### config.mk
export PLATFORM = sky130hd
export DESIGN_NAME = oscillator_clock_config
export DESIGN_NICKNAME = d
export VERILOG_FILES = /design/src/rtl/osc_cfg_pkg.sv /design/src/rtl/oscillator_clock_config.sv
export SDC_FILE = /design/constraint.sdc
export NUM_CORES = 1
export LEC_CHECK = 0
export BUFFER_PORTS_ARGS = -buffer_cell sky130_fd_sc_hd__buf_2
export CAP_MARGIN = 10
export CORE_MARGIN = 4
export CORE_UTILIZATION = 28
export DETAILED_ROUTE_END_ITERATION = 16
export MAX_ROUTING_LAYER = met4
export PLACE_DENSITY = 0.59
export REMOVE_ABC_BUFFERS = 1
export SYNTH_ARGS = -nofsm -noshare
export SYNTH_HDL_FRONTEND = slang
export SYNTH_SLANG_ARGS = --single-unit
### constraint.sdc
create_clock -name aclk -period 3.4 [get_ports aclk]
set_input_delay 0.17 -clock aclk [delete_from_list [all_inputs] [get_ports aclk]]
set_output_delay 0.17 -clock aclk [all_outputs]
set_load 0.005 [all_outputs]
### src/rtl/osc_cfg_pkg.sv
// Behaviour
// - lf crystal load field bits 7:4; 0000 about 2 pF, else code+12 pF; reset 1100.
// - lf crystal bias field bits 1:0, 70/100/140/200 percent; reset 11.
// - lf config bit 7 reads the sampled 32 kHz pin level, read only.
// - lf config bit 2 selects crystal (1) or rc (0) source; reset 0.
// - lf config bit 1 powers the internal rc oscillator; reset 1.
// - lf config bit 0 powers the external crystal oscillator; reset 0.
// - eight-bit writable hf rc trim value, reset 00000000.
// - hf crystal load field bits 6:4, twice code plus 10 pF; reset 011.
// - hf crystal bias field bits 1:0, 75/100/125/150 percent; reset 01.
// - calibration counts system clocks over five lf periods; 12-bit result, top bits zero.
// - calibration control bit 0 enables the counter; reset 0.
// - calibration control bit 1 reads 1 while paused, 0 while counting; reset 1.
// - pll setup bit 7 reads the pll lock indicator.
// - rtc flag bit 7 is set when trigger mode fires; reset 0.
// - rtc flag bit 6 is set when the timing period elapses; reset 0.
// - rtc flag bit 5 reads 1 while trigger mode is disabled; reset 1.
// - with trigger mode on, writing 1 to bit 5 clears the trigger flag, bit self-clears.
// - bit 4 reads 1 with timing off; when on, writing 1 clears timing flag, self-clears.
package osc_cfg_pkg;

  // ----------------------------------------
  // register byte offsets
  // ----------------------------------------
  localparam logic [7:0] off_lf_crystal_tune = 8'h00;
  localparam logic [7:0] off_lf_osc_config = 8'h04;
  localparam logic [7:0] off_hf_rc_trim = 8'h08;
  localparam logic [7:0] off_hf_crystal_tune = 8'h0c;
  localparam logic [7:0] off_osc_calibration_count = 8'h10;
  localparam logic [7:0] off_osc_calibration_control = 8'h14;
  localparam logic [7:0] off_pll_setup = 8'h18;
  localparam logic [7:0] off_rtc_event_flags = 8'h1c;

  // ----------------------------------------
  // reset values
  // ----------------------------------------
  localparam logic [3:0] rst_lf_load_cap_sel = 4'hc;
  localparam logic [1:0] rst_lf_bias_sel = 2'h3;
  localparam logic rst_lf_source_is_crystal = 1'b0;
  localparam logic rst_lf_rc_power_on = 1'b1;
  localparam logic rst_lf_crystal_power_on = 1'b0;
  localparam logic [7:0] rst_hf_rc_trim = 8'h00;
  localparam logic [2:0] rst_hf_load_cap_sel = 3'h3;
  localparam logic [1:0] rst_hf_bias_sel = 2'h1;
  localparam logic [1:0] rst_pll_param = 2'h0;

  // ----------------------------------------
  // field positions
  // ----------------------------------------
  localparam int pos_lf_load_cap_sel = 4;
  localparam int pos_lf_pin_level = 7;
  localparam int pos_lf_source_is_crystal = 2;
  localparam int pos_lf_rc_power_on = 1;
  localparam int pos_lf_crystal_power_on = 0;
  localparam int pos_hf_load_cap_sel = 4;
  localparam int pos_calibration_paused = 1;
  localparam int pos_calibration_enable = 0;
  localparam int pos_pll_lock_ind = 7;
  localparam int pos_alarm_hit_flag = 7;
  localparam int pos_period_hit_flag = 6;
  localparam int pos_alarm_flag_clear = 5;
  localparam int pos_period_flag_clear = 4;

  // ----------------------------------------
  // calibration timing
  // ----------------------------------------
  localparam int cal_periods = 5;
  localparam int cal_width = 12;

  // ----------------------------------------
  // carriers
  // ----------------------------------------
  typedef struct packed {
    logic [3:0] lf_load_cap_sel;
    logic [1:0] lf_bias_sel;
    logic lf_source_is_crystal;
    logic lf_rc_power_on;
    logic lf_crystal_power_on;
    logic [7:0] hf_rc_trim;
    logic [2:0] hf_load_cap_sel;
    logic [1:0] hf_bias_sel;
    logic [1:0] pll_param;
  } osc_ctrl_t;

  typedef enum logic [1:0] {
    cal_idle = 2'b00,
    cal_wait_edge = 2'b01,
    cal_count = 2'b10
  } cal_state_t;

endpackage

### src/rtl/oscillator_clock_config.sv
`timescale 1ns/10ps
`default_nettype none
module oscillator_clock_config (
  input wire logic aclk,
  input wire logic aresetn,
  input wire logic [7:0] s_axi_awaddr,
  input wire logic [2:0] s_axi_awprot,
  input wire logic s_axi_awvalid,
  output logic s_axi_awready,
  input wire logic [31:0] s_axi_wdata,
  input wire logic [3:0] s_axi_wstrb,
  input wire logic s_axi_wvalid,
  output logic s_axi_wready,
  output logic [1:0] s_axi_bresp,
  output logic s_axi_bvalid,
  input wire logic s_axi_bready,
  input wire logic [7:0] s_axi_araddr,
  input wire logic [2:0] s_axi_arprot,
  input wire logic s_axi_arvalid,
  output logic s_axi_arready,
  output logic [31:0] s_axi_rdata,
  output logic [1:0] s_axi_rresp,
  output logic s_axi_rvalid,
  input wire logic s_axi_rready,
  input wire logic low_freq_clock,
  input wire logic lf_clk_pin,
  input wire logic pll_locked_raw,
  input wire logic trigger_mode_en,
  input wire logic timing_mode_en,
  input wire logic trigger_fire,
  input wire logic period_elapsed,
  output var osc_cfg_pkg::osc_ctrl_t osc_ctrl
);

  // ----------------------------------------
  // declarations
  // ----------------------------------------
  logic [7:0] aw_addr;
  logic aw_held;
  logic [31:0] w_data;
  logic w_strb0;
  logic w_held;
  logic do_write;
  logic rd_ok;
  logic wr_ok;
  logic [31:0] rd_word;
  logic [1:0] pin_sync;
  logic [2:0] lf_sync;
  logic [1:0] lock_sync;
  logic lf_rise;
  logic calibration_enable;
  logic calibration_paused;
  logic [11:0] calibration_result;
  logic [11:0] cal_cnt;
  logic [2:0] cal_edges;
  osc_cfg_pkg::cal_state_t cal_state;
  logic alarm_hit_flag;
  logic period_hit_flag;
  logic alarm_flag_clear;
  logic period_flag_clear;
  logic wr_flags;
  logic wr_alarm_clr;
  logic wr_period_clr;
  logic cal_start;
  logic rd_flags_sel;

  // one map decode shared by the read and write channels
  function automatic logic addr_known(input logic [7:0] a);
    addr_known = (a == osc_cfg_pkg::off_lf_crystal_tune) || (a == osc_cfg_pkg::off_lf_osc_config)
      || (a == osc_cfg_pkg::off_hf_rc_trim) || (a == osc_cfg_pkg::off_hf_crystal_tune)
      || (a == osc_cfg_pkg::off_osc_calibration_count) || (a == osc_cfg_pkg::off_osc_calibration_control)
      || (a == osc_cfg_pkg::off_pll_setup) || (a == osc_cfg_pkg::off_rtc_event_flags);
  endfunction

  // ----------------------------------------
  // axi4-lite write channel
  // ----------------------------------------
  assign s_axi_awready = !aw_held && !s_axi_bvalid;
  assign s_axi_wready = !w_held && !s_axi_bvalid;
  assign do_write = aw_held && w_held && !s_axi_bvalid;
  assign wr_ok = addr_known({aw_addr[7:2], 2'b00});

  // capture address and data in either order
  always_ff @(posedge aclk)
  begin
    if (!aresetn)
    begin
      aw_held <= 1'b0;
      w_held <= 1'b0;
      aw_addr <= 8'h00;
      w_data <= 32'h0000_0000;
      w_strb0 <= 1'b0;
      s_axi_bvalid <= 1'b0;
      s_axi_bresp <= 2'b00;
    end
    else
    begin
      if (s_axi_awvalid && s_axi_awready)
      begin
        aw_held <= 1'b1;
        aw_addr <= s_axi_awaddr;
      end
      if (s_axi_wvalid && s_axi_wready)
      begin
        w_held <= 1'b1;
        w_data <= s_axi_wdata;
        w_strb0 <= s_axi_wstrb[0];
      end
      if (do_write)
      begin
        aw_held <= 1'b0;
        w_held <= 1'b0;
        s_axi_bvalid <= 1'b1;
        s_axi_bresp <= wr_ok ? 2'b00 : 2'b10; // slverr on unmapped
      end
      else if (s_axi_bvalid && s_axi_bready)
        s_axi_bvalid <= 1'b0;
    end
  end

  // ----------------------------------------
  // writable registers
  // ----------------------------------------
  always_ff @(posedge aclk)
  begin
    if (!aresetn)
    begin
      osc_ctrl.lf_load_cap_sel <= osc_cfg_pkg::rst_lf_load_cap_sel;
      osc_ctrl.lf_bias_sel <= osc_cfg_pkg::rst_lf_bias_sel;
      osc_ctrl.lf_source_is_crystal <= osc_cfg_pkg::rst_lf_source_is_crystal;
      osc_ctrl.lf_rc_power_on <= osc_cfg_pkg::rst_lf_rc_power_on;
      osc_ctrl.lf_crystal_power_on <= osc_cfg_pkg::rst_lf_crystal_power_on;
      osc_ctrl.hf_rc_trim <= osc_cfg_pkg::rst_hf_rc_trim;
      osc_ctrl.hf_load_cap_sel <= osc_cfg_pkg::rst_hf_load_cap_sel;
      osc_ctrl.hf_bias_sel <= osc_cfg_pkg::rst_hf_bias_sel;
      osc_ctrl.pll_param <= osc_cfg_pkg::rst_pll_param;
      calibration_enable <= 1'b0;
    end
    else if (do_write && w_strb0)
    begin
      if ({aw_addr[7:2], 2'b00} == osc_cfg_pkg::off_lf_crystal_tune)
      begin
        osc_ctrl.lf_load_cap_sel <= w_data[osc_cfg_pkg::pos_lf_load_cap_sel +: 4];
        osc_ctrl.lf_bias_sel <= w_data[1:0];
      end
      else if ({aw_addr[7:2], 2'b00} == osc_cfg_pkg::off_lf_osc_config)
      begin
        osc_ctrl.lf_source_is_crystal <= w_data[osc_cfg_pkg::pos_lf_source_is_crystal];
        osc_ctrl.lf_rc_power_on <= w_data[osc_cfg_pkg::pos_lf_rc_power_on];
        osc_ctrl.lf_crystal_power_on <= w_data[osc_cfg_pkg::pos_lf_crystal_power_on];
      end
      else if ({aw_addr[7:2], 2'b00} == osc_cfg_pkg::off_hf_rc_trim)
        osc_ctrl.hf_rc_trim <= w_data[7:0];
      else if ({aw_addr[7:2], 2'b00} == osc_cfg_pkg::off_hf_crystal_tune)
      begin
        osc_ctrl.hf_load_cap_sel <= w_data[osc_cfg_pkg::pos_hf_load_cap_sel +: 3];
        osc_ctrl.hf_bias_sel <= w_data[1:0];
      end
      else if ({aw_addr[7:2], 2'b00} == osc_cfg_pkg::off_osc_calibration_control)
        calibration_enable <= w_data[osc_cfg_pkg::pos_calibration_enable];
      else if ({aw_addr[7:2], 2'b00} == osc_cfg_pkg::off_pll_setup)
        osc_ctrl.pll_param <= w_data[1:0];
    end
  end

  // ----------------------------------------
  // synchronisers for asynchronous inputs
  // ----------------------------------------
  always_ff @(posedge aclk)
  begin
    if (!aresetn)
    begin
      pin_sync <= 2'b00;
      lf_sync <= 3'b000;
      lock_sync <= 2'b00;
    end
    else
    begin
      pin_sync <= {pin_sync[0], lf_clk_pin};
      lf_sync <= {lf_sync[1:0], low_freq_clock};
      lock_sync <= {lock_sync[0], pll_locked_raw};
    end
  end

  // edge seen only between second and third stage
  assign lf_rise = lf_sync[1] && !lf_sync[2];

  // ----------------------------------------
  // calibration counter
  // ----------------------------------------
  // a 0 to 1 write of the enable bit starts one run
  assign wr_flags = do_write && w_strb0 && ({aw_addr[7:2], 2'b00} == osc_cfg_pkg::off_osc_calibration_control);
  assign cal_start = wr_flags && w_data[osc_cfg_pkg::pos_calibration_enable] && !calibration_enable;
  assign calibration_paused = (cal_state == osc_cfg_pkg::cal_idle);

  // enable rising starts one measurement of five lf periods
  always_ff @(posedge aclk)
  begin
    if (!aresetn)
    begin
      cal_state <= osc_cfg_pkg::cal_idle;
      cal_cnt <= 12'h000;
      cal_edges <= 3'h0;
      calibration_result <= 12'h000;
    end
    else
    begin
      case (cal_state)
        osc_cfg_pkg::cal_idle:
          if (cal_start)
            cal_state <= osc_cfg_pkg::cal_wait_edge;
        osc_cfg_pkg::cal_wait_edge:
          if (!calibration_enable)
            cal_state <= osc_cfg_pkg::cal_idle;
          else if (lf_rise)
          begin
            cal_cnt <= 12'h001;
            cal_edges <= 3'h0;
            cal_state <= osc_cfg_pkg::cal_count;
          end
        osc_cfg_pkg::cal_count:
          if (!calibration_enable)
            cal_state <= osc_cfg_pkg::cal_idle;
          else if (lf_rise && (cal_edges == 3'(osc_cfg_pkg::cal_periods - 1)))
          begin
            calibration_result <= cal_cnt;
            cal_state <= osc_cfg_pkg::cal_idle;
          end
          else
          begin
            cal_cnt <= cal_cnt + 12'h001;
            if (lf_rise)
              cal_edges <= cal_edges + 3'h1;
          end
        default:
          cal_state <= osc_cfg_pkg::cal_idle;
      endcase
    end
  end

  // ----------------------------------------
  // rtc event flags
  // ----------------------------------------
  // clear strobes act only while the matching rtc mode runs
  assign wr_alarm_clr = do_write && w_strb0 && ({aw_addr[7:2], 2'b00} == osc_cfg_pkg::off_rtc_event_flags)
    && w_data[osc_cfg_pkg::pos_alarm_flag_clear] && trigger_mode_en;
  assign wr_period_clr = do_write && w_strb0 && ({aw_addr[7:2], 2'b00} == osc_cfg_pkg::off_rtc_event_flags)
    && w_data[osc_cfg_pkg::pos_period_flag_clear] && timing_mode_en;
  assign alarm_flag_clear = !trigger_mode_en;
  assign period_flag_clear = !timing_mode_en;

  // a new event in the clearing cycle wins over the clear
  always_ff @(posedge aclk)
  begin
    if (!aresetn)
    begin
      alarm_hit_flag <= 1'b0;
      period_hit_flag <= 1'b0;
    end
    else
    begin
      if (trigger_fire)
        alarm_hit_flag <= 1'b1;
      else if (wr_alarm_clr)
        alarm_hit_flag <= 1'b0;
      if (period_elapsed)
        period_hit_flag <= 1'b1;
      else if (wr_period_clr)
        period_hit_flag <= 1'b0;
    end
  end

  // ----------------------------------------
  // read channel
  // ----------------------------------------
  // one read in flight; a new address waits until rready takes the data
  assign s_axi_arready = !s_axi_rvalid;
  assign rd_ok = addr_known({s_axi_araddr[7:2], 2'b00});
  assign rd_flags_sel = s_axi_arvalid && s_axi_arready
    && ({s_axi_araddr[7:2], 2'b00} == osc_cfg_pkg::off_rtc_event_flags);
  assign rd_word =
    ({s_axi_araddr[7:2], 2'b00} == osc_cfg_pkg::off_lf_crystal_tune) ?
      {24'h0, osc_ctrl.lf_load_cap_sel, 2'b00, osc_ctrl.lf_bias_sel} :
    ({s_axi_araddr[7:2], 2'b00} == osc_cfg_pkg::off_lf_osc_config) ?
      {24'h0, pin_sync[1], 4'h0, osc_ctrl.lf_source_is_crystal, osc_ctrl.lf_rc_power_on,
       osc_ctrl.lf_crystal_power_on} :
    ({s_axi_araddr[7:2], 2'b00} == osc_cfg_pkg::off_hf_rc_trim) ? {24'h0, osc_ctrl.hf_rc_trim} :
    ({s_axi_araddr[7:2], 2'b00} == osc_cfg_pkg::off_hf_crystal_tune) ?
      {24'h0, 1'b0, osc_ctrl.hf_load_cap_sel, 2'b00, osc_ctrl.hf_bias_sel} :
    ({s_axi_araddr[7:2], 2'b00} == osc_cfg_pkg::off_osc_calibration_count) ?
      {20'h0, calibration_result} :
    ({s_axi_araddr[7:2], 2'b00} == osc_cfg_pkg::off_osc_calibration_control) ?
      {30'h0, calibration_paused, calibration_enable} :
    ({s_axi_araddr[7:2], 2'b00} == osc_cfg_pkg::off_pll_setup) ?
      {24'h0, lock_sync[1], 5'h00, osc_ctrl.pll_param} :
    ({s_axi_araddr[7:2], 2'b00} == osc_cfg_pkg::off_rtc_event_flags) ?
      {24'h0, alarm_hit_flag, period_hit_flag, alarm_flag_clear, period_flag_clear, 4'h0} :
    32'h0000_0000;

  // read data registered one cycle after address
  always_ff @(posedge aclk)
  begin
    if (!aresetn)
    begin
      s_axi_rvalid <= 1'b0;
      s_axi_rdata <= 32'h0000_0000;
      s_axi_rresp <= 2'b00;
    end
    else if (s_axi_arvalid && s_axi_arready)
    begin
      s_axi_rvalid <= 1'b1;
      s_axi_rdata <= rd_word;
      s_axi_rresp <= rd_ok ? 2'b00 : 2'b10;
    end
    else if (s_axi_rvalid && s_axi_rready)
      s_axi_rvalid <= 1'b0;
  end

  // ----------------------------------------
  // assertions
  // ----------------------------------------
  // calibration sequencing and rtc flag set and clear
  a_cal_pause_start: assert property (@(posedge aclk) disable iff (!aresetn)
    cal_start |=> !calibration_paused) else $error("calibration did not leave pause");
  a_cal_off_pauses: assert property (@(posedge aclk) disable iff (!aresetn)
    !calibration_enable && !cal_start |=> calibration_paused) else $error("disabled counter not paused");
  a_result_held: assert property (@(posedge aclk) disable iff (!aresetn)
    calibration_paused && !cal_start |=> $stable(calibration_result)) else $error("result changed while paused");
  a_alarm_set_wins: assert property (@(posedge aclk) disable iff (!aresetn)
    trigger_fire |=> alarm_hit_flag) else $error("trigger flag not set");
  a_period_set: assert property (@(posedge aclk) disable iff (!aresetn)
    period_elapsed |=> period_hit_flag) else $error("timing flag not set");
  a_alarm_clear: assert property (@(posedge aclk) disable iff (!aresetn)
    wr_alarm_clr && !trigger_fire |=> !alarm_hit_flag) else $error("trigger flag not cleared");
  a_period_clear: assert property (@(posedge aclk) disable iff (!aresetn)
    wr_period_clr && !period_elapsed |=> !period_hit_flag) else $error("timing flag not cleared");
  // clear control bits as the read channel returns them; pin sync depth; calibration period bound
  a_clear_bit_idle: assert property (@(posedge aclk) disable iff (!aresetn)
    rd_flags_sel |=> s_axi_rdata[osc_cfg_pkg::pos_alarm_flag_clear] == !$past(trigger_mode_en))
    else $error("trigger clear bit wrong");
  a_timing_clear_bit: assert property (@(posedge aclk) disable iff (!aresetn)
    rd_flags_sel |=> s_axi_rdata[osc_cfg_pkg::pos_period_flag_clear] == !$past(timing_mode_en))
    else $error("timing clear bit wrong");
  a_pin_two_stage: assert property (@(posedge aclk) disable iff (!aresetn)
    ##2 pin_sync[1] == $past(lf_clk_pin, 2)) else $error("pin sync depth wrong");
  a_cal_bound: assert property (@(posedge aclk) disable iff (!aresetn)
    cal_state == osc_cfg_pkg::cal_count |-> cal_edges < 3'h5) else $error("too many lf periods");

  // synchroniser depth on the lf edge and on the lock level
  a_lf_edge_sync: assert property (@(posedge aclk) disable iff (!aresetn)
    lf_rise |-> $past(low_freq_clock, 2)) else $error("lf edge not two stages late");
  a_lock_two_stage: assert property (@(posedge aclk) disable iff (!aresetn)
    ##2 lock_sync[1] == $past(pll_locked_raw, 2)) else $error("lock sync depth wrong");

  // counter steps once a cycle and latches at the last lf edge
  a_cal_count_up: assert property (@(posedge aclk) disable iff (!aresetn)
    cal_state == osc_cfg_pkg::cal_count && calibration_enable && !lf_rise
    |=> cal_cnt == $past(cal_cnt) + 12'h001) else $error("calibration count did not step");
  a_result_latch: assert property (@(posedge aclk) disable iff (!aresetn)
    cal_state == osc_cfg_pkg::cal_count && calibration_enable && lf_rise && (cal_edges == 3'(osc_cfg_pkg::cal_periods - 1))
    |=> calibration_result == $past(cal_cnt)) else $error("calibration result not latched");

  // responses stand until the master takes them
  a_bresp_stands: assert property (@(posedge aclk) disable iff (!aresetn)
    s_axi_bvalid && !s_axi_bready |=> s_axi_bvalid && $stable(s_axi_bresp)) else $error("write response dropped");
  a_rdata_stands: assert property (@(posedge aclk) disable iff (!aresetn)
    s_axi_rvalid && !s_axi_rready |=> s_axi_rvalid && $stable(s_axi_rdata)) else $error("read data dropped");

  // main scenarios reached by the bench
  c_cal_done: cover property (@(posedge aclk) disable iff (!aresetn)
    cal_state == osc_cfg_pkg::cal_count ##1 cal_state == osc_cfg_pkg::cal_idle);
  c_alarm_cleared: cover property (@(posedge aclk) disable iff (!aresetn) alarm_hit_flag ##1 !alarm_hit_flag);
  c_write_slverr: cover property (@(posedge aclk) disable iff (!aresetn) s_axi_bvalid && s_axi_bresp == 2'b10);
  c_cal_abort: cover property (@(posedge aclk) disable iff (!aresetn) !calibration_paused && !calibration_enable);
  c_period_cleared: cover property (@(posedge aclk) disable iff (!aresetn) period_hit_flag ##1 !period_hit_flag);

endmodule // oscillator_clock_config
`default_nettype wire

Word-level counts from Yosys, hierarchy flattened
Cells that the tools add are included.
W data, S select, Z words.

word-level totals
  register bits after elaboration = 120
  latch bits = 0
  RAM bits = 0
  memory bits (read-only) = 0
  input bits = 72
  output and inout port bits = 65
  memories = 0

operators by class
  $add $sub $neg = 2
  multiply operators = 0
  div/mod/pow operators = 0
  magnitude comparators = 0
  equal/unequal tests = 25
  shift-type cells = 0
  muxes and demuxes = 35
  bitwise operators = 6
  reductions and logical operators = 61

operator list
  cell                     number
  $mux W12                 9
  $eq A6 B3 Y1 const B     8
  $eq A6 B2 Y1 const B     4
  $mux W8                  3
  $pmux W12 S2             1
  $logic_and A1 B1 Y1      20
  $mux W3                  5
  $logic_or A1 B1 Y1       14
  $mux W2                  7
  $add A12 B1 Y12 const B  1
  $eq A6 B1 Y1 const B     2
  $logic_not A6 Y1         2
  $reduce_and A6 Y1        2
  $ne A2 B2 Y1 const B     5
  $reduce_and A5 Y1        2
  $reduce_bool A2 Y1       5
  $reduce_and A3 Y1        3
  $logic_not A1 Y1         8
  $mux W1                  8
  $reduce_and A7 Y1        1
  $ne A3 B3 Y1 const B     2
  $not A1 Y1               6
  $pmux W2 S3              1
  $pmux W3 S2              1
  other kinds (9)          9

Logic depth before layout (Yosys ltp)
Gate-level depths: netlist of the first run.

  word-level depth = 9
  depth in mapped cells = 8

Worst setup path before layout of the first run
Ideal clock, no wire load.

  path type = reg-to-reg
  start = register cal_edges[0]
  end = register cal_cnt[8]
  library setup time = 0.070 ns
  arrival time = 1.577 ns
  slack = 1.752 ns
  stages on the path, launching flop included = 8
  path through = dfxtp_1 -> inv_1 -> ha_1 -> nand4b_2 -> a32oi_2 -> buf_6 -> or4_1 -> a21oi_1

between the ends
  longest elaborated chain between the ends = 4

ends and longest elaborated chain
  what                         RTL line                        source
  from (decl)                  oscillator_clock_config.sv:55   logic [2:0] cal_edges;
  from (signal assigned)       oscillator_clock_config.sv:233  cal_edges <= cal_edges + 3'h1;
  $eq A3 B3 Y1                 oscillator_clock_config.sv:224  else if (lf_rise && (cal_edges == 3'(osc_cfg_pkg::cal_periods - 1)))
  $logic_and A1 B1 Y1          oscillator_clock_config.sv:224
  $ne A2 B2 Y1 (no line)       -
  $reduce_and A5 Y1 (no line)  -
  to (signal assigned)         oscillator_clock_config.sv:231  cal_cnt <= cal_cnt + 12'h001;
  to (decl)                    oscillator_clock_config.sv:54   logic [11:0] cal_cnt;

No other way between the ends.
A chain may end at the register's enable or synchronous reset.

Worst setup path after layout of the first run
  start = register cal_edges[0]
  end = register cal_cnt[9]

The elaborated chain is that of the path after synthesis.

==> results of run 1 <==
-- flip-flops by register name, indices dropped and copies added (netlist names), 2 cells and up --
name	flops
calibration_result	12
cal_cnt	12
cal_state	2
cal_edges	3
osc_ctrl	24
lock_sync	2
w_data	8
s_axi_rdata	12
lf_sync	3
pin_sync	2
aw_addr	6
-- metrics by stage --
stage | util (%) | cells | worst slack (ns) | power [mW] | hold slack (ns)
floorplan | - | 465 | 1.57 | 1.28 | 0.232
global placement | 32.1 | 731 | 1.40 | 1.35 | 0.380
detailed placement | 32.1 | 731 | 1.34 | 1.35 | 0.385
CTS | 34.0 | 747 | 1.33 | 2.33 | 0.0225
global route | 34.0 | 747 | 1.16 | 2.39 | 0.0199
finish | 34.0 | 747 | 1.32 | 2.31 | 0.0299
-- where the power goes --
| group | total, mW | switching [mW] | internal (mW) | leakage (nW) |
|---|---|---|---|---|
| registers | 1.17 | 0.0217 | 1.15 | 0.779 |
| clock network | 0.977 | 0.422 | 0.556 | 0.139 |
| logic | 0.158 | 0.0973 | 0.0612 | 1.16 |
| total | 2.31 | 0.541 | 1.77 | 2.08 |
-- layout by cell type, fill, tap and decap left out, drive strengths merged, types with 14 or more instances in the layout --
cell | synthesis | layout
a21oi | 37 | 37
buf | 31 | 82
clkbuf | 19 | 14
conb | 1 | 22
dfxtp | 96 | 96
inv | 15 | 15
mux2i | 32 | 32
nand2 | 41 | 41
nand3 | 26 | 26
nor2 | 38 | 38
o21ai | 41 | 41
-- cell families (layout without fill, tap and decap cells) --
kind of cell             count (synthesis)  count (layout)  synth area share [%]
AO/OA/AOI/OAI                          115             115                  16.2
adder cells (fa/ha/maj)                  3               3                 0.875
buffers and inverters                   65             113                  8.08
flip-flops                              96              96                  44.8
multiplexers                            33              33                  7.73
other                                    1              22                0.0874
AND/OR/NAND/NOR                        181             181                  22.3
-- worst max-delay path by stage --
stage | end | slack (ns) | from
2_1_floorplan | cal_cnt[11]$_SDFFE_PN0P_ | 1.57 | cal_edges[0]$_SDFFE_PN0P_
3_3_place_gp | cal_cnt[9]$_SDFFE_PN0P_ | 1.40 | cal_edges[0]$_SDFFE_PN0P_
3_5_place_dp | cal_cnt[9]$_SDFFE_PN0P_ | 1.34 | cal_edges[0]$_SDFFE_PN0P_
4_1_cts | cal_cnt[9]$_SDFFE_PN0P_ | 1.33 | cal_edges[0]$_SDFFE_PN0P_
5_1_grt | cal_cnt[7]$_SDFFE_PN0P_ | 1.16 | cal_edges[0]$_SDFFE_PN0P_
6_report | cal_cnt[9]$_SDFFE_PN0P_ | 1.32 | cal_edges[0]$_SDFFE_PN0P_
-- metal layers --
metal / up-vias / share of wire [%] / global-route usage (%)
li1: 1840 / - / -
met1: 1775 / 49 / 17.5
met2: 123 / 45 / 19.3
met3: 11 / 5.6 / 3.32
met4: 0 / 1.0 / 3.44
met5: - / 0 / -
-- final cells by class --
| cell class | count | area [µm²] | share of cell area, % |
|---|---|---|---|
| tap | 184 | 230 | 4.59 |
| inverter | 15 | 56.3 | 1.12 |
| multi-input combinational | 354 | 2100 | 41.9 |
| clock buffer | 14 | 274 | 5.46 |
| timing repair buffer | 82 | 423 | 8.43 |
| clock inverter | 2 | 12.5 | 0.249 |
| sequential | 96 | 1920 | 38.3 |
==> results.txt, run 1 <==
----------------------------------------------------
[Placed design]
  Cell area after placement ... about 4700 µm²
  Routability congestion estimate ... roughly 0.86
  Post-detail-place hpwl ... slightly above 8000 µm
  Number of buffers added on ports ... a little under 80

[Synthesis]
  Share of synthesized area occupied by flip-flops and latches ... roughly 45%
  Post-synth EDFFs ... 0
  Flops & latches, synth ... 96
  Post-Syn Instances ... ~490
  Fraction of post-synthesis cell area in the top cell type by area ... around 45%
  Total standard cell area after synthesis ... approximately 4300 µm²
  Largest cells by area after synthesis ... sky130_fd_sc_hd__dfxtp_1, sky130_fd_sc_hd__mux2i_1, sky130_fd_sc_hd__o21ai_0
  Most frequently used flop master after synthesis ... sky130_fd_sc_hd__dfxtp_1
  Leading cell type by number of instances after synthesis ... sky130_fd_sc_hd__dfxtp_1
  Largest area contributor in the synthesized netlist ... sky130_fd_sc_hd__dfxtp_1
  Distinct cells, synth ... 53
  Yosys warnings ... 0
  Average cell area after synthesis ... between 8 and 9 µm²
  Most numerous cell types in the synthesized netlist ... sky130_fd_sc_hd__dfxtp_1, sky130_fd_sc_hd__nand2_1, sky130_fd_sc_hd__o21ai_0, sky130_fd_sc_hd__nor2_1, sky130_fd_sc_hd__a21oi_1
  Async SR Flop Fraction ... 0%

[Timing]
  Worst slew margin relative to its limit ... between 40% and 50%
  Time the final worst path needs with I/O delays and setup ... roughly 2.1 ns
  Number of slew-limit violations in the final report ... 0
  Slew of the pin with the lowest slew margin ... just over 0.8 ns
  Setup violators final ... 0
  Post-route clock period utilization ... between 60% and 70%
  Fin. Hold Viols ... 0
  Fmax ... 480 MHz
  Setup repair after global routing missed its margin ... false
  Accumulated negative setup slack ... 0 ns
  Worst setup skew after layout ... roughly 0.006 ns

[CTS]
  Clk root buf ... sky130_fd_sc_hd__clkbuf_16
  Post-CTS resize count ... 0
  CTS tree ... yes
  Hold buffer count at cts ... 0
  Maximum clock insertion buffer count ... 2
  Clk slew on worst S/H paths ... about 0.060 ns
  Post-CTS setup repair buffer count ... 0
  Clock latency on the worst-skew pair ... roughly 0.35 ns
  Number of buffers added by the clock tree synthesis step ... 9
  Number of clock sinks ... 96
  Level count of the clock H-tree ... 3

[Layout]
  Growth of design area from synthesis to finish ... 17.0%
  Fillcell total ... approximately 1,600
  Ratio of cells with drive above 1 in the final layout ... approximately 18%
  NumNets Final ... ~630
  Post-route cell area ... 5020 µm²
  # diodes ... 0

[Setup path]
  RR Endpoint ... cal_cnt[9]$_SDFFE_PN0P_
  Cell class contributing the biggest share of worst-path delay ... simple AND/OR/NAND/NOR gates
  Count of buffering cells on the critical path with inverters included ... 2
  R2r worst-path depth ... 7
  CP Max Fanout ... 22
  Required time of the critical path ... about 3.7 ns
  Start of the worst register-to-register path ... cal_edges[0]$_SDFFE_PN0P_
  Cells traversed along the worst timing path ... inv_1, ha_1, nand4b_2, buf_4, a32oi_2, or4_1, a21oi_1
  Setup slack, reg-to-reg ... roughly 1.3 ns
  Critical path launch point type ... flop
  Kind of end point of the critical path ... flop
  Highest cell delay on the worst timing path ... around 0.6 ns
  Critical-path top delay cell ... sky130_fd_sc_hd__or4_1
  Arrival time of the worst setup path ... between 2 and 2.5 ns
  Kind of critical path ... flop to flop
  Critical path depth in cells ... 7

[GRT]
  Vias in the first global route ... approximately 3,500
  First-pass GRT wire length ... 18,100 µm
  Largest net degree at the start of global routing ... 34
  Antenna violations before repair ... 0
  Global route overflow ... 0
  GRT Util Overall ... between 10% and 20%

[Power and ir drop]
  Largest voltage drop on the vdd net ... between 0.2 and 0.25 mV
  Total leakage power ... 2.08 nW
  Total power divided by cell area ... around 460 nW/µm²

[Hold path]
  Cell count of the worst hold path ... 2
  Type of the tightest min-delay check ... input pin to flop
  Hold Path Origin ... lf_clk_pin
  Worst-case hold path end point ... pin_sync[0]$_SDFF_PN0_

[Routing]
  Remaining DRCs ... 0
  First DRT Iteration DRCs ... 306
  Ratio of routed vias to standard cells ... roughly 5.0
  Detailed-routing iteration count for the pre-antenna-repair pass ... 4
  Vias ... between 3,000 and 4,000
  Average wire length per cell after detail routing ... around 15 µm
  Final wirelength ... roughly 11,000 µm
  Antenna viol nets, final ... 0

[Floorplan]
  Die ar. ... around 17,000 µm²
  Starting Density ... between 20 and 30%
  Num ports ... about 140
  Placement Rows ... between 40 and 50
  Placeable core region ... between 10,000 and 15,000 µm²
  Chip height ... around 130 µm
  Width of the die ... about 130 µm

[Status]
  Run status ... complete, no violations

[Flow run]
  # Max-Cap Violations ... 0

----------------------------------------------------
Note: power is estimated with default switching activity, not from simulation.
==> inputs of run 2 (changes only) <==
--- a/config.mk
+++ b/config.mk
@@ -11,7 +11,7 @@
 export CORE_UTILIZATION = 28
 export DETAILED_ROUTE_END_ITERATION = 16
 export MAX_ROUTING_LAYER = met4
-export PLACE_DENSITY = 0.59
+export PLACE_DENSITY = 0.61
 export REMOVE_ABC_BUFFERS = 1
 export SYNTH_ARGS = -nofsm -noshare
 export SYNTH_HDL_FRONTEND = slang
==> constraint.sdc (replaced) <==
create_clock -name aclk -period 1.91 [get_ports aclk]
set_input_delay 0.0955 -clock aclk [delete_from_list [all_inputs] [get_ports aclk]]
set_output_delay 0.0955 -clock aclk [all_outputs]
set_load 0.005 [all_outputs]
==> results.txt, run 2 (synthesized netlist as in run 1, its figures left out) <==
----------------------------------------------------
[Placed design]
  Post-detail-place hpwl ... ~8600 µm
  Cell area after placement ... 4840 µm²
  Routability congestion estimate ... 0.838
  Number of buffers added on ports ... 77
  Placed Cells incl. Taps ... roughly 750

[Floorplan]
  Chip height ... ~130 µm
  Die ar. ... 17,400 µm²
  Placement Rows ... 44
  Width of the die ... approximately 130 µm
  Placeable core region ... about 15,000 µm²
  Starting Density ... between 20% and 30%
  Num ports ... 137

[Layout]
  Top library cells by usage in the layout, fill and taps aside ... sky130_fd_sc_hd__dfxtp_1, sky130_fd_sc_hd__buf_2, sky130_fd_sc_hd__nand2_1, sky130_fd_sc_hd__o21ai_0, sky130_fd_sc_hd__nor2_1
  Leading cell type in the layout, fill and taps excluded ... sky130_fd_sc_hd__dfxtp_1
  Sequential cell area ... ~1900 µm²
  Fillcell total ... roughly 1,500
  Growth of design area from synthesis to finish ... 23.0%
  Ratio of cells with drive above 1 in the final layout ... about a fifth
  Register bank with the most flops ... osc_ctrl
  Finished Layout Cells ... just under 800
  NumNets Final ... around 660
  # diodes ... 0
  Combined area of the multi-input logic cells ... between 2000 and 2500 µm²
  Max reg flops ... 24
  Post-route cell area ... ~5300 µm²

[Routing]
  First DRT Iteration DRCs ... ~270
  Final wirelength ... between 10,000 and 15,000 µm
  Ratio of routed vias to standard cells ... 4.95
  Antenna viol nets, final ... 0
  Average wire length per cell after detail routing ... ~15 µm
  Remaining DRCs ... 0
  Detailed-routing iteration count for the pre-antenna-repair pass ... 4
  Vias ... 3,808

[GRT]
  Global route overflow ... 0
  Antenna violations before repair ... 0
  First-pass GRT wire length ... ~18,000 µm
  Vias in the first global route ... between 3,000 and 4,000
  Largest net degree at the start of global routing ... 28
  GRT Util Overall ... roughly an eighth

[Hold path]
  Cell count of the worst hold path ... 3
  Type of the tightest min-delay check ... input pin to flop
  Hold Path Origin ... s_axi_wdata[6]
  Worst-case hold path end point ... w_data[6]$_SDFFE_PN0P_

[Setup path]
  Crit. Startpoint ... cal_edges[1]$_SDFFE_PN0P_
  RR Endpoint ... cal_cnt[7]$_SDFFE_PN0P_
  Critical path launch point type ... flop
  Required time of the critical path ... between 2 and 2.5 ns
  CP Max Fanout ... 22
  R2r worst-path depth ... 6
  Start of the worst register-to-register path ... cal_edges[1]$_SDFFE_PN0P_
  Kind of end point of the critical path ... flop
  Kind of critical path ... flop to flop
  Arrival time of the worst setup path ... just over 2 ns
  Setup slack, reg-to-reg ... between 0.1 and 0.15 ns

[CTS]
  Number of clock sinks ... 96
  Number of buffers added by the clock tree synthesis step ... 9
  Maximum clock insertion buffer count ... 2
  Clk root buf ... sky130_fd_sc_hd__clkbuf_16
  Post-CTS setup repair buffer count ... 0
  CTS tree ... yes
  Clk slew on worst S/H paths ... 0.07 ns
  Level count of the clock H-tree ... 3
  Clock latency on the worst-skew pair ... around 0.34 ns

[Power and ir drop]
  Fraction of power consumed by the clock network ... around 45%
  Net switching share of the total power ... between 20% and 30%
  Largest voltage drop on the vdd net ... ~0.5 mV
  Sequential share of power ... around 48%
  Total power of the final layout ... around 4.4 mW
  Combinational fraction of design power ... under 10%
  P_int ... ~3.4 mW
  Total leakage power ... approximately 2.2 nW
  Net switching component of the power ... about 940 µW
  Total power divided by cell area ... between 800 and 900 nW/µm²

[Timing]
  Slew of the pin with the lowest slew margin ... just over 0.6 ns
  Worst slew margin relative to its limit ... 58.3%
  Setup violators final ... 0
  Number of slew-limit violations in the final report ... 0
  Setup repair after global routing missed its margin ... false
  Fmax ... around 560 MHz
  Time the final worst path needs with I/O delays and setup ... roughly 1.8 ns
  Post-route clock period utilization ... 93.6%
  Accumulated negative setup slack ... 0 ns
  Fin. Hold Viols ... 0
  Worst setup skew after layout ... slightly below 0.006 ns

[Flow run]
  # Max-Cap Violations ... 0

[Status]
  Run status ... complete, no violations

----------------------------------------------------
## run 2: cell types whose count changed in the layout (fill, tap and decap cells not counted), sizes merged
cell | previous run | this run
buf | 82 | 96
bufinv | 0 | 1
clkbuf | 14 | 15
dlygate4sd3 | 0 | 9
clkinv | 1 | 0
clkinvlp | 1 | 0
## run 2: power groups by stage
stage	clock network (mW)	registers, mW	logic, mW
2_1_floorplan	0	2.12	0.155
3_3_place_gp	0	2.12	0.293
3_5_place_dp	0	2.13	0.299
4_1_cts	2.00	2.08	0.315
5_1_grt	2.07	2.09	0.350
6_report	1.95	2.08	0.314
## run 2: layer usage
metal | track usage [%] | up-vias | share of wire, %
met5 | - | - | 0
met4 | 2.98 | 0 | 0.49
met3 | 2.79 | 4 | 4.5
met2 | 20.6 | 106 | 46
met1 | 17.1 | 1802 | 49
li1 | - | 1896 | -
## run 2: what timing repair did
item,in CTS,in global routing
gates resized for setup,0,1
endpoints found under the setup margin,0,10
hold endpoints to repair,9,0
hold buffers,9,0
## run 2: area by class of cell
cell class	count	area share, %
Multi-Input combinational cell	354	40.0
Timing Repair Buffer	105	11.7
Tap cell	184	4.36
Clock buffer	15	5.83
Clock inverter	1	0.569
Inverter	15	1.07
Sequential cell	96	36.4
## run 2: worst max path at each step
stage	cells past startpoint	end
after floorplan	6	cal_cnt[11]$_SDFFE_PN0P_
after global placement	6	cal_cnt[9]$_SDFFE_PN0P_
after detailed placement	6	cal_cnt[7]$_SDFFE_PN0P_
after CTS	6	cal_cnt[7]$_SDFFE_PN0P_
after global routing	6	cal_cnt[7]$_SDFFE_PN0P_
final	6	cal_cnt[7]$_SDFFE_PN0P_
## run 2: through the flow
step,hold WS (ns),utilization [%],setup slack [ns]
floorplan,0.157,-,0.0835
global placement,0.303,32.8,0.125
detailed placement,0.308,32.8,0.0434
CTS,0.0000262,35.7,0.0262
global route,0.0183,35.8,0.00286
finish,0.00156,35.8,0.123
## run 2: worst max-delay path, cell delays in order, from the launching register on
cell and delay (ns):
sky130_fd_sc_hd__dfxtp_1 0.38, sky130_fd_sc_hd__inv_1 0.06, sky130_fd_sc_hd__ha_1 0.18, sky130_fd_sc_hd__nand4b_2 0.11
sky130_fd_sc_hd__a32oi_4 0.24, sky130_fd_sc_hd__or4_1 0.58, sky130_fd_sc_hd__a21oi_1 0.16
